$ cat src/hw/prs_pkg.sv
// Constants, field layouts and carrier types of the reference select block
// Assumes a 50 MHz system clock and a serial configuration port
// Summary of operation
// - Gated start set: hold oscillator tuning until first loop lock is valid.
// - Gated start clear: tune right after each second loop divider write.
// - Gated start clear still lets the first loop divide and lock.
// - Buffer type bit 0 steers input 0, bit 1 input 1; 1 means MOS.
// - Select code 00 forces input 0, code 01 forces input 1.
// - Both automatic modes start with input 0 selected.
// - Non-revertive: switch only when the selected input fails.
// - Revertive: use input 0 whenever active or when both are lost, else input 1.
// - Automatic decisions look only at the two loss indications.
// - Loss pins carry input state only in automatic modes.
// - Shared timeout field picks minimum frequency 1, 3.0, 13 or 32 MHz.
// - Loss output mode: 01 NMOS drain, 10 PMOS drain, 11 CMOS.
// - Feedback divider is 12 bits, divides 1 to 4095, zero invalid.
// - Reference divider is 12 bits, divides 1 to 4095, zero invalid.
// - Software reset bit returns all configuration to power-on values.
package prs_pkg;
  // ******************************
  // Clock and timing
  // ******************************
  localparam int CLK_KHZ      = 50000;
  localparam int LOS_F0_KHZ   = 1000;
  localparam int LOS_F1_KHZ   = 3000;
  localparam int LOS_F2_KHZ   = 13000;
  localparam int LOS_F3_KHZ   = 32000;
  localparam int LOS_CNT_W    = 6;
  // Least window rounds up to whole cycles
  localparam logic [5:0] LOS_LIM0 = 6'((CLK_KHZ + LOS_F0_KHZ - 1) / LOS_F0_KHZ);
  localparam logic [5:0] LOS_LIM1 = 6'((CLK_KHZ + LOS_F1_KHZ - 1) / LOS_F1_KHZ);
  localparam logic [5:0] LOS_LIM2 = 6'((CLK_KHZ + LOS_F2_KHZ - 1) / LOS_F2_KHZ);
  localparam logic [5:0] LOS_LIM3 = 6'((CLK_KHZ + LOS_F3_KHZ - 1) / LOS_F3_KHZ);
  // ******************************
  // Register numbers and fields
  // ******************************
  localparam logic [3:0] REG_SW_RESET   = 4'h7;
  localparam logic [3:0] REG_TUNE_CTRL  = 4'ha;
  localparam logic [3:0] REG_REF_CFG    = 4'hb;
  localparam logic [3:0] REG_DIV_CFG    = 4'hc;
  localparam logic [3:0] REG_FB2_DIV    = 4'hf;
  localparam int ADDR_LSB  = 0;
  localparam int SW_RST_B  = 17;
  localparam int GATE_B    = 4;
  localparam int REF_LSB   = 4;
  localparam int RDIV_LSB  = 4;
  localparam int NDIV_LSB  = 16;
  localparam int DIV_W     = 12;
  localparam logic [1:0] SEL_FORCE0 = 2'h0;
  localparam logic [1:0] SEL_FORCE1 = 2'h1;
  localparam logic [1:0] SEL_NONREV = 2'h2;
  localparam logic [1:0] SEL_REVERT = 2'h3;
  localparam logic [1:0] LOS_NMOS   = 2'h1;
  localparam logic [1:0] LOS_PMOS   = 2'h2;
  localparam logic [1:0] LOS_CMOS   = 2'h3;

  typedef struct packed {
    logic [1:0] los_mode;
    logic [1:0] timeout;
    logic [1:0] sel;
    logic [1:0] buftype;
  } prs_ref_cfg_type;

  localparam prs_ref_cfg_type REF_CFG_RST = '0;
  localparam logic [11:0] DIV_RST  = 12'h001;
  localparam logic        GATE_RST = 1'b0;

  typedef enum logic [0:0] {
    TUNE_IDLE = 1'b0,
    TUNE_WAIT = 1'b1
  } prs_tune_state_type;
endpackage

$ cat src/hw/prs_ref_select.sv
// Reference select, loss detection, dividers and tuning gate
// Assumes pins are asynchronous to clk and edges are slower than clk/2
`timescale 1ns/10ps
`default_nettype none
module prs_ref_select
  import prs_pkg::*;
(
  input  wire logic clk,
  input  wire logic sys_rst,
  input  wire logic prog_clk,
  input  wire logic prog_data,
  input  wire logic prog_le,
  input  wire logic ref_input_zero,
  input  wire logic ref_input_one,
  input  wire logic oscillator_input,
  input  wire logic first_loop_lock,
  output var  logic ref0_buf_mos,
  output var  logic ref1_buf_mos,
  output var  logic ref_sel,
  output var  logic ref_div_pulse,
  output var  logic fb_div_pulse,
  output var  logic tune_start,
  output var  logic ref0_loss_out_o,
  output var  logic ref0_loss_out_oe,
  output var  logic ref1_loss_out_o,
  output var  logic ref1_loss_out_oe
);
  // ******************************
  // Pin synchronisers
  // ******************************
  localparam int NS = 7;
  logic [NS-1:0] pin_in;
  logic [NS-1:0] s1_r;
  logic [NS-1:0] s2_r;
  logic [NS-1:0] s3_r;
  wire  [NS-1:0] rise = s2_r & ~s3_r;
  assign pin_in = {first_loop_lock, oscillator_input, ref_input_one,
                   ref_input_zero, prog_le, prog_data, prog_clk};
  genvar g;
  generate
    for (g = 0; g < NS; g++) begin : g_sync
      always_ff @(posedge clk) begin
        if (sys_rst) begin
          s1_r[g] <= 1'b0;
          s2_r[g] <= 1'b0;
          s3_r[g] <= 1'b0;
        end else begin
          s1_r[g] <= pin_in[g];
          s2_r[g] <= s1_r[g];
          s3_r[g] <= s2_r[g];
        end
      end
    end
  endgenerate
  wire lock_s = s2_r[6];
  wire [1:0] ref_edge = rise[4:3];

  // ******************************
  // Serial configuration port
  // ******************************
  logic [31:0] shift_r;
  wire  [3:0]  addr   = shift_r[ADDR_LSB +: 4];
  wire         latch  = rise[2];
  wire         wr_rst = latch && addr == REG_SW_RESET && shift_r[SW_RST_B];
  wire         wr_tun = latch && addr == REG_TUNE_CTRL;
  wire         wr_ref = latch && addr == REG_REF_CFG;
  wire         wr_div = latch && addr == REG_DIV_CFG;
  wire         wr_fb2 = latch && addr == REG_FB2_DIV;
  wire prs_ref_cfg_type ref_wdata = shift_r[REF_LSB +: 8];

  always_ff @(posedge clk) begin
    if (sys_rst) begin
      shift_r <= '0;
    end else if (rise[0]) begin
      shift_r <= {shift_r[30:0], s2_r[1]};
    end
  end

  prs_ref_cfg_type ref_cfg_r;
  logic [11:0]     rdiv_r;
  logic [11:0]     ndiv_r;
  logic            gate_r;
  // Reset bit is not stored, so it reads back clear by itself
  always_ff @(posedge clk) begin
    if (sys_rst || wr_rst) begin
      ref_cfg_r <= REF_CFG_RST;
      rdiv_r    <= DIV_RST;
      ndiv_r    <= DIV_RST;
      gate_r    <= GATE_RST;
    end else begin
      if (wr_ref) ref_cfg_r <= ref_wdata;
      if (wr_div) rdiv_r <= shift_r[RDIV_LSB +: DIV_W];
      if (wr_div) ndiv_r <= shift_r[NDIV_LSB +: DIV_W];
      if (wr_tun) gate_r <= shift_r[GATE_B];
    end
  end
  assign ref0_buf_mos = ref_cfg_r.buftype[0];
  assign ref1_buf_mos = ref_cfg_r.buftype[1];

  // ******************************
  // Loss detectors
  // ******************************
  function automatic logic [5:0] los_limit(input logic [1:0] t);
    unique case (t)
      2'h0: los_limit = LOS_LIM0;
      2'h1: los_limit = LOS_LIM1;
      2'h2: los_limit = LOS_LIM2;
      2'h3: los_limit = LOS_LIM3;
    endcase
  endfunction
  wire [5:0] lim = los_limit(ref_cfg_r.timeout);
  logic [LOS_CNT_W-1:0] los_cnt_r [2];
  logic [1:0]           los_r;
  // Sampling at 50 MHz cannot resolve edges near the 32 MHz setting
  generate
    for (g = 0; g < 2; g++) begin : g_los
      always_ff @(posedge clk) begin
        if (sys_rst) begin
          los_cnt_r[g] <= '0;
          los_r[g]     <= 1'b1;
        end else if (ref_edge[g]) begin
          los_cnt_r[g] <= '0;
          los_r[g]     <= 1'b0;
        end else if (los_cnt_r[g] >= lim) begin
          los_r[g]     <= 1'b1;
        end else begin
          los_cnt_r[g] <= los_cnt_r[g] + 6'h01;
        end
      end
    end
  endgenerate

  // ******************************
  // Reference selection
  // ******************************
  wire nonrev_to1 = !ref_sel && los_r[0] && !los_r[1];
  wire nonrev_to0 = ref_sel && los_r[1] && !los_r[0];
  wire revert_sel = los_r[0] && !los_r[1];
  logic sel_nxt;
  always_comb begin
    sel_nxt = ref_sel;
    unique case (ref_cfg_r.sel)
      SEL_FORCE0: sel_nxt = 1'b0;
      SEL_FORCE1: sel_nxt = 1'b1;
      SEL_NONREV: sel_nxt = ref_sel ^ (nonrev_to1 || nonrev_to0);
      SEL_REVERT: sel_nxt = revert_sel;
    endcase
  end
  always_ff @(posedge clk) begin
    if (sys_rst || wr_rst) begin
      ref_sel <= 1'b0;
    end else if (wr_ref) begin
      ref_sel <= (ref_wdata.sel == SEL_FORCE1);
    end else begin
      ref_sel <= sel_nxt;
    end
  end

  // Only the selected input reaches the reference divider
  wire sel_edge = ref_sel ? ref_edge[1] : ref_edge[0];
  prs_divider #(.W(DIV_W)) u_ref_div (
    .clk     (clk),
    .sys_rst (sys_rst),
    .en      (sel_edge),
    .div     (rdiv_r),
    .pulse   (ref_div_pulse)
  );
  // Runs whatever the tuning gate says
  prs_divider #(.W(DIV_W)) u_fb_div (
    .clk     (clk),
    .sys_rst (sys_rst),
    .en      (rise[5]),
    .div     (ndiv_r),
    .pulse   (fb_div_pulse)
  );

  // ******************************
  // Loss output pins
  // ******************************
  wire auto_mode = ref_cfg_r.sel[1];
  wire [1:0] los_show = auto_mode ? los_r : 2'h0;
  logic [1:0] lo_nxt;
  logic [1:0] oe_nxt;
  always_comb begin
    unique case (ref_cfg_r.los_mode)
      LOS_NMOS: begin
        lo_nxt = 2'h0;
        oe_nxt = ~los_show;
      end
      LOS_PMOS: begin
        lo_nxt = 2'h3;
        oe_nxt = los_show;
      end
      LOS_CMOS: begin
        lo_nxt = los_show;
        oe_nxt = 2'h3;
      end
      default: begin
        lo_nxt = 2'h0;
        oe_nxt = 2'h0;
      end
    endcase
  end
  always_ff @(posedge clk) begin
    if (sys_rst) begin
      {ref1_loss_out_o, ref0_loss_out_o}   <= 2'h0;
      {ref1_loss_out_oe, ref0_loss_out_oe} <= 2'h0;
    end else begin
      {ref1_loss_out_o, ref0_loss_out_o}   <= lo_nxt;
      {ref1_loss_out_oe, ref0_loss_out_oe} <= oe_nxt;
    end
  end

  // ******************************
  // Oscillator tuning gate
  // ******************************
  prs_tune_state_type st_r;
  prs_tune_state_type st_nxt;
  wire fire = (wr_fb2 && !gate_r) || (st_r == TUNE_WAIT && lock_s);
  always_comb begin
    st_nxt = st_r;
    unique case (st_r)
      TUNE_IDLE: if (wr_fb2 && gate_r) st_nxt = TUNE_WAIT;
      TUNE_WAIT: if (lock_s) st_nxt = TUNE_IDLE;
    endcase
  end
  always_ff @(posedge clk) begin
    if (sys_rst || wr_rst) begin
      st_r       <= TUNE_IDLE;
      tune_start <= 1'b0;
    end else begin
      st_r       <= st_nxt;
      tune_start <= fire;
    end
  end

  // ******************************
  // Checks
  // ******************************
  AST_TUNE_NOW: assert property (@(posedge clk) disable iff (sys_rst)
    (wr_fb2 && !gate_r && !wr_rst) |=> tune_start)
    else $error("Ungated tuning not launched");
  AST_TUNE_HOLD: assert property (@(posedge clk) disable iff (sys_rst)
    (st_r == TUNE_WAIT && !lock_s) |=> !tune_start)
    else $error("Tuning started before lock");
  AST_FORCE0: assert property (@(posedge clk) disable iff (sys_rst)
    (ref_cfg_r.sel == SEL_FORCE0) |-> !ref_sel)
    else $error("Forced input 0 not held");
  AST_FORCE1: assert property (@(posedge clk) disable iff (sys_rst)
    (ref_cfg_r.sel == SEL_FORCE1) |-> ref_sel)
    else $error("Forced input 1 not held");
  AST_AUTO_START: assert property (@(posedge clk) disable iff (sys_rst)
    (wr_ref && ref_wdata.sel[1] && !wr_rst) |=> !ref_sel)
    else $error("Automatic mode did not start on input 0");
  AST_NONREV: assert property (@(posedge clk) disable iff (sys_rst)
    (ref_cfg_r.sel == SEL_NONREV && ref_sel && !los_r[1] && !latch)
    |=> ref_sel) else $error("Non-revertive left a good input");
  AST_REVERT: assert property (@(posedge clk) disable iff (sys_rst)
    (ref_cfg_r.sel == SEL_REVERT && !los_r[0] && !latch) |=> !ref_sel)
    else $error("Revertive did not return to input 0");
  AST_LOS_SET: assert property (@(posedge clk) disable iff (sys_rst)
    (!ref_edge[0] [*2] ##0 los_cnt_r[0] >= lim) |=> los_r[0])
    else $error("Loss not declared on timeout");
  AST_LOS_CLR: assert property (@(posedge clk) disable iff (sys_rst)
    ref_edge[1] |=> !los_r[1]) else $error("Loss not cleared on edge");
  // Forced modes must show the no-loss level of whatever driver is chosen
  AST_LOS_PIN: assert property (@(posedge clk) disable iff (sys_rst)
    (!auto_mode && !latch) |=>
    (ref0_loss_out_oe == ref_cfg_r.los_mode[0] &&
     ref0_loss_out_o == (ref_cfg_r.los_mode == LOS_PMOS)))
    else $error("Loss pin active in forced mode");
  AST_SWRST: assert property (@(posedge clk) disable iff (sys_rst)
    wr_rst |=> (ref_cfg_r == REF_CFG_RST && rdiv_r == DIV_RST && !gate_r))
    else $error("Software reset left configuration");
  COV_GATED_TUNE: cover property (@(posedge clk) disable iff (sys_rst)
    st_r == TUNE_WAIT ##1 tune_start);
  COV_NONREV_SWITCH: cover property (@(posedge clk) disable iff (sys_rst)
    ref_cfg_r.sel == SEL_NONREV && $rose(ref_sel));
  COV_REVERT_BACK: cover property (@(posedge clk) disable iff (sys_rst)
    ref_cfg_r.sel == SEL_REVERT && $fell(ref_sel));
endmodule // prs_ref_select
`default_nettype wire

$ cat src/hw/prs_divider.sv
// Programmable edge divider for the first loop
// Assumes en is a one-cycle edge pulse on clk
`timescale 1ns/10ps
`default_nettype none
module prs_divider
  import prs_pkg::*;
#(
  parameter int W = DIV_W
) (
  input  wire logic         clk,
  input  wire logic         sys_rst,
  input  wire logic         en,
  input  wire logic [W-1:0] div,
  output var  logic         pulse
);
  logic [W-1:0] cnt_r;
  logic [W-1:0] cnt_nxt;
  wire          wrap = (cnt_r >= div - W'(1));
  // Zero is invalid and gives no output at all
  assign cnt_nxt = wrap ? '0 : cnt_r + W'(1);

  always_ff @(posedge clk) begin
    if (sys_rst) begin
      cnt_r <= '0;
      pulse <= 1'b0;
    end else begin
      pulse <= en && (div != '0) && wrap;
      if (en) begin
        cnt_r <= cnt_nxt;
      end
    end
  end

  AST_DIV_ZERO: assert property (@(posedge clk) disable iff (sys_rst)
    pulse |-> $past(div) != '0) else $error("Divider output at zero");
  AST_DIV_CNT: assert property (@(posedge clk) disable iff (sys_rst)
    (en && div != '0 && cnt_r == div - W'(1)) |=> pulse)
    else $error("Divider missed its count");
endmodule // prs_divider
`default_nettype wire

$ cat config.mk
export PLATFORM = sky130hd
export DESIGN_NAME = prs_ref_select
export DESIGN_NICKNAME = d
export VERILOG_FILES = /design/src/hw/prs_pkg.sv /design/src/hw/prs_ref_select.sv /design/src/hw/prs_divider.sv
export SDC_FILE = /design/constraint.sdc
export NUM_CORES = 1
export LEC_CHECK = 0
export ABC_AREA = 1
export ABC_CLOCK_PERIOD_IN_PS = 5500
export BUFFER_PORTS_ARGS = -buffer_cell sky130_fd_sc_hd__buf_2
export CAP_MARGIN = 20
export CORE_UTILIZATION = 55
export CTS_BUF_LIST = sky130_fd_sc_hd__clkbuf_16
export CTS_CLUSTER_DIAMETER = 30
export DETAILED_ROUTE_END_ITERATION = 8
export PLACE_DENSITY = 0.72
export SYNTH_ARGS = -nofsm -noshare
export SYNTH_HDL_FRONTEND = slang
export SYNTH_SLANG_ARGS = --single-unit
$ cat constraint.sdc
create_clock -name clk -period 5.5 [get_ports clk]
set_input_delay 0.275 -clock clk [delete_from_list [all_inputs] [get_ports clk]]
set_output_delay 0.275 -clock clk [all_outputs]
set_load 0.01 [all_outputs]
==> results.yml <==
final_layout:
  area_growth_pct: 11.1
  diodes: 0
  layout_commonest_cell: "nand2_1"
  layout.cells.non_filler: 1016
  fin_util_pct: 63.7
  fin_area_um2: 7030
  final_cell_mix: "nand2_1, inv_1, dfxtp_1"
  nets: 918
  drive_gt1_share_pct: 7.19
power_and_ir_drop:
  p_total_mw: 2.10
  p_per_area_nw_per_um2: 299
  p_leak_nw: 3.23
  peakVddDrop_uv: 279
synth:
  synth.avg_cell_area_um2: 7.47
  synth_top_family_by_area: "simple AND/OR/NAND/NOR gates"
  synth_edf_count: 12
  muxShareOfSynthArea_pct: 0.158
  synth-xor-area-share_pct: 5.12
  synth_adder_area_share_pct: 8.90
  synthCells: 847
  yosysTopAreaCellShare_pct: 36.4
  synth.distinct_cells: 35
  synth_compound_area_share_pct: 10.4
  synth-seq-area-share_pct: 42.1
  synth_flop_cell: "dfxtp_1"
  yosys.area.top_type: "dfxtp_1"
  syn_area_um2: 6330
  synthSimpleGateAreaFrac_pct: 21.9
  async_flop_share_pct: 0
  ys_warn_count: 0
  synth_area_leaders: "dfxtp_1, nand2_1, inv_1"
  ys_ff_latch: 127
  synth_nets: 901
sta:
  fin_ws_ns: 2.85
  tightest_slew_ns: 0.817
  finalClockSkew_ns: 0.00550
  hold_viol_final: 0
  maxSlewHeadroom_pct: 45.3
  fin_tns_setup_ns: 0
  rsz0062_at_grt: "false"
  period_share_pct: 48.2
  fmax_mhz: 377
  finalSetupViolations: 0
  period_needed_ns: 2.65
  slew_violations: 0
  whs_ns: 0.0600
drt:
  post_drt_wl_per_cell_um: 11.9
  drc: 0
  first_pass_iters: 4
  ant_nets: 0
  viasPerCell: 4.96
  drt_iter0_markers: 298
  totalWireLength_um: 12100
  num_vias: 5039
global_route:
  grt_util_met1_pct: 25.8
  antenna_found_initial: 0
  grt_overflow: 0
  grt_use_total_pct: 22.4
  grt_max_degree: 52
  grt_pass1_wl_um: 20600
  grt_pass1_vias: 4836
  use_met3_pct: 5.38
  busiest_layer: "met2"
  gr-usage-met2_pct: 38.9
cts:
  htreeDepth: 4
  cts_tree: "yes"
  ctsResizeCount: 0
  postCtsHoldBufs: 0
  cts.sinks: 127
  post_cts_buffers: 0
  insertion_delay_ns: 0.42
  numCtsBuffers: 17
  clock-root-buffer: "clkbuf_16"
  cts.path.max_buffers: 2
  clk_pin_slew_worst_paths_ns: 0.06
placement:
  placed_area_um2: 6480
  gp_congestion: 0.803
  dp_cells: 985
  io_buffers: 18
  dp_hpwl_um: 8610
  dp_slack_ns: 2.84
worst_setup_path:
  startpoint_type: "flop"
  critical_path_peak_fanout: 12
  worst_r2r_path_depth: 17
  critPathArrivalTime_ns: 2.94
  cp_data_required_time_ns: 5.79
  crit_path_end_kind: "flop"
  critical_path_class: "reg -> reg"
  r2r_slack_ns: 2.85
hold_path:
  hold_depth: 3
  min_path_type: "in -> reg"
floorplan:
  dieArea_um2: 11900
  rows: 38
  coreArea_um2: 11000
  start_util_pct: 57.4
  io_pins: 19
  die_w_um: 109
  die_y_um: 109
job:
  max-cap-violations: 0
status:
  outcome: "complete, no violations"
worst paths after layout:
path,start,endpoint
min,prog_data,s1_r[1]
max,ndiv_r[0],u_fb_div.cnt_r[4]
min reg2reg,s1_r[5],s2_r[5]
max reg2reg,ndiv_r[0],u_fb_div.cnt_r[4]
cell families (layout without fill, tap and decap cells):
kind of cell / count (synthesis) / after routing
DFF: 127 / 127
xor gates and xnor gates: 37 / 37
adders and majority gates: 45 / 45
muxes: 1 / 1
AOI/OAI and AO/OA: 125 / 125
buffers and inverters: 179 / 208
and+or+nand+nor: 333 / 333
synth_stat cells, types with 10 or more instances:
cell,count
edfxtp_1,12
dfxtp_1,115
o21ai_1,23
ha_1,45
inv_1,152
xnor2_1,10
a21oi_1,45
o21ai_0,46
xor2_1,27
nand2_1,167
nand3_1,38
nor2_1,100
routing by layer:
layer	vias up	share of wire [%]
met3	19	2.5
met1	2281	47
met4	0	1.9
met2	59	49
li1	2680	-
met5	-	0
report_power, final:
group	total (mW)	leakage [nW]	internal, mW	switching [mW]
registers	0.980	1.07	0.962	0.0181
clock network	1.03	0.276	0.636	0.397
logic	0.0849	1.87	0.0290	0.0559
total	2.10	3.23	1.63	0.471
layout make-up:
cell class                 instances  area, um2
fill                             958       4010
multi-input combinational        541       2940
sequential                       127       2660
inverter                         156        586
clock buffer                      18        450
tap                              140        175
timing repair buffer              21        113
clock inverter                    13       97.6
sequential cells by signal (all words and copies together) (netlist names), 2 cells and up:
signal           flops
shift_r             28
los_cnt_r           12
ndiv_r              12
rdiv_r              12
u_fb_div.cnt_r      12
u_ref_div.cnt_r     12
s1_r                 7
s2_r                 6
ref_cfg_r            5
s3_r                 5
los_r                2
critical path, stage by stage (launching register included):
cell and delay [ns]:
dfxtp_1 0.30, inv_1 0.13, ha_1 0.22, nand2_1 0.13
nor3_1 0.26, nand2_1 0.10, xor2_1 0.13, inv_1 0.05
ha_1 0.26, nand2_1 0.06, nor2_1 0.13, nand2_1 0.08
nor2_1 0.09, nand2_1 0.06, nand2_1 0.08, nand2_1 0.06
nand2_1 0.30, nor2_1 0.09
Note: power is estimated with default switching activity, not from simulation.
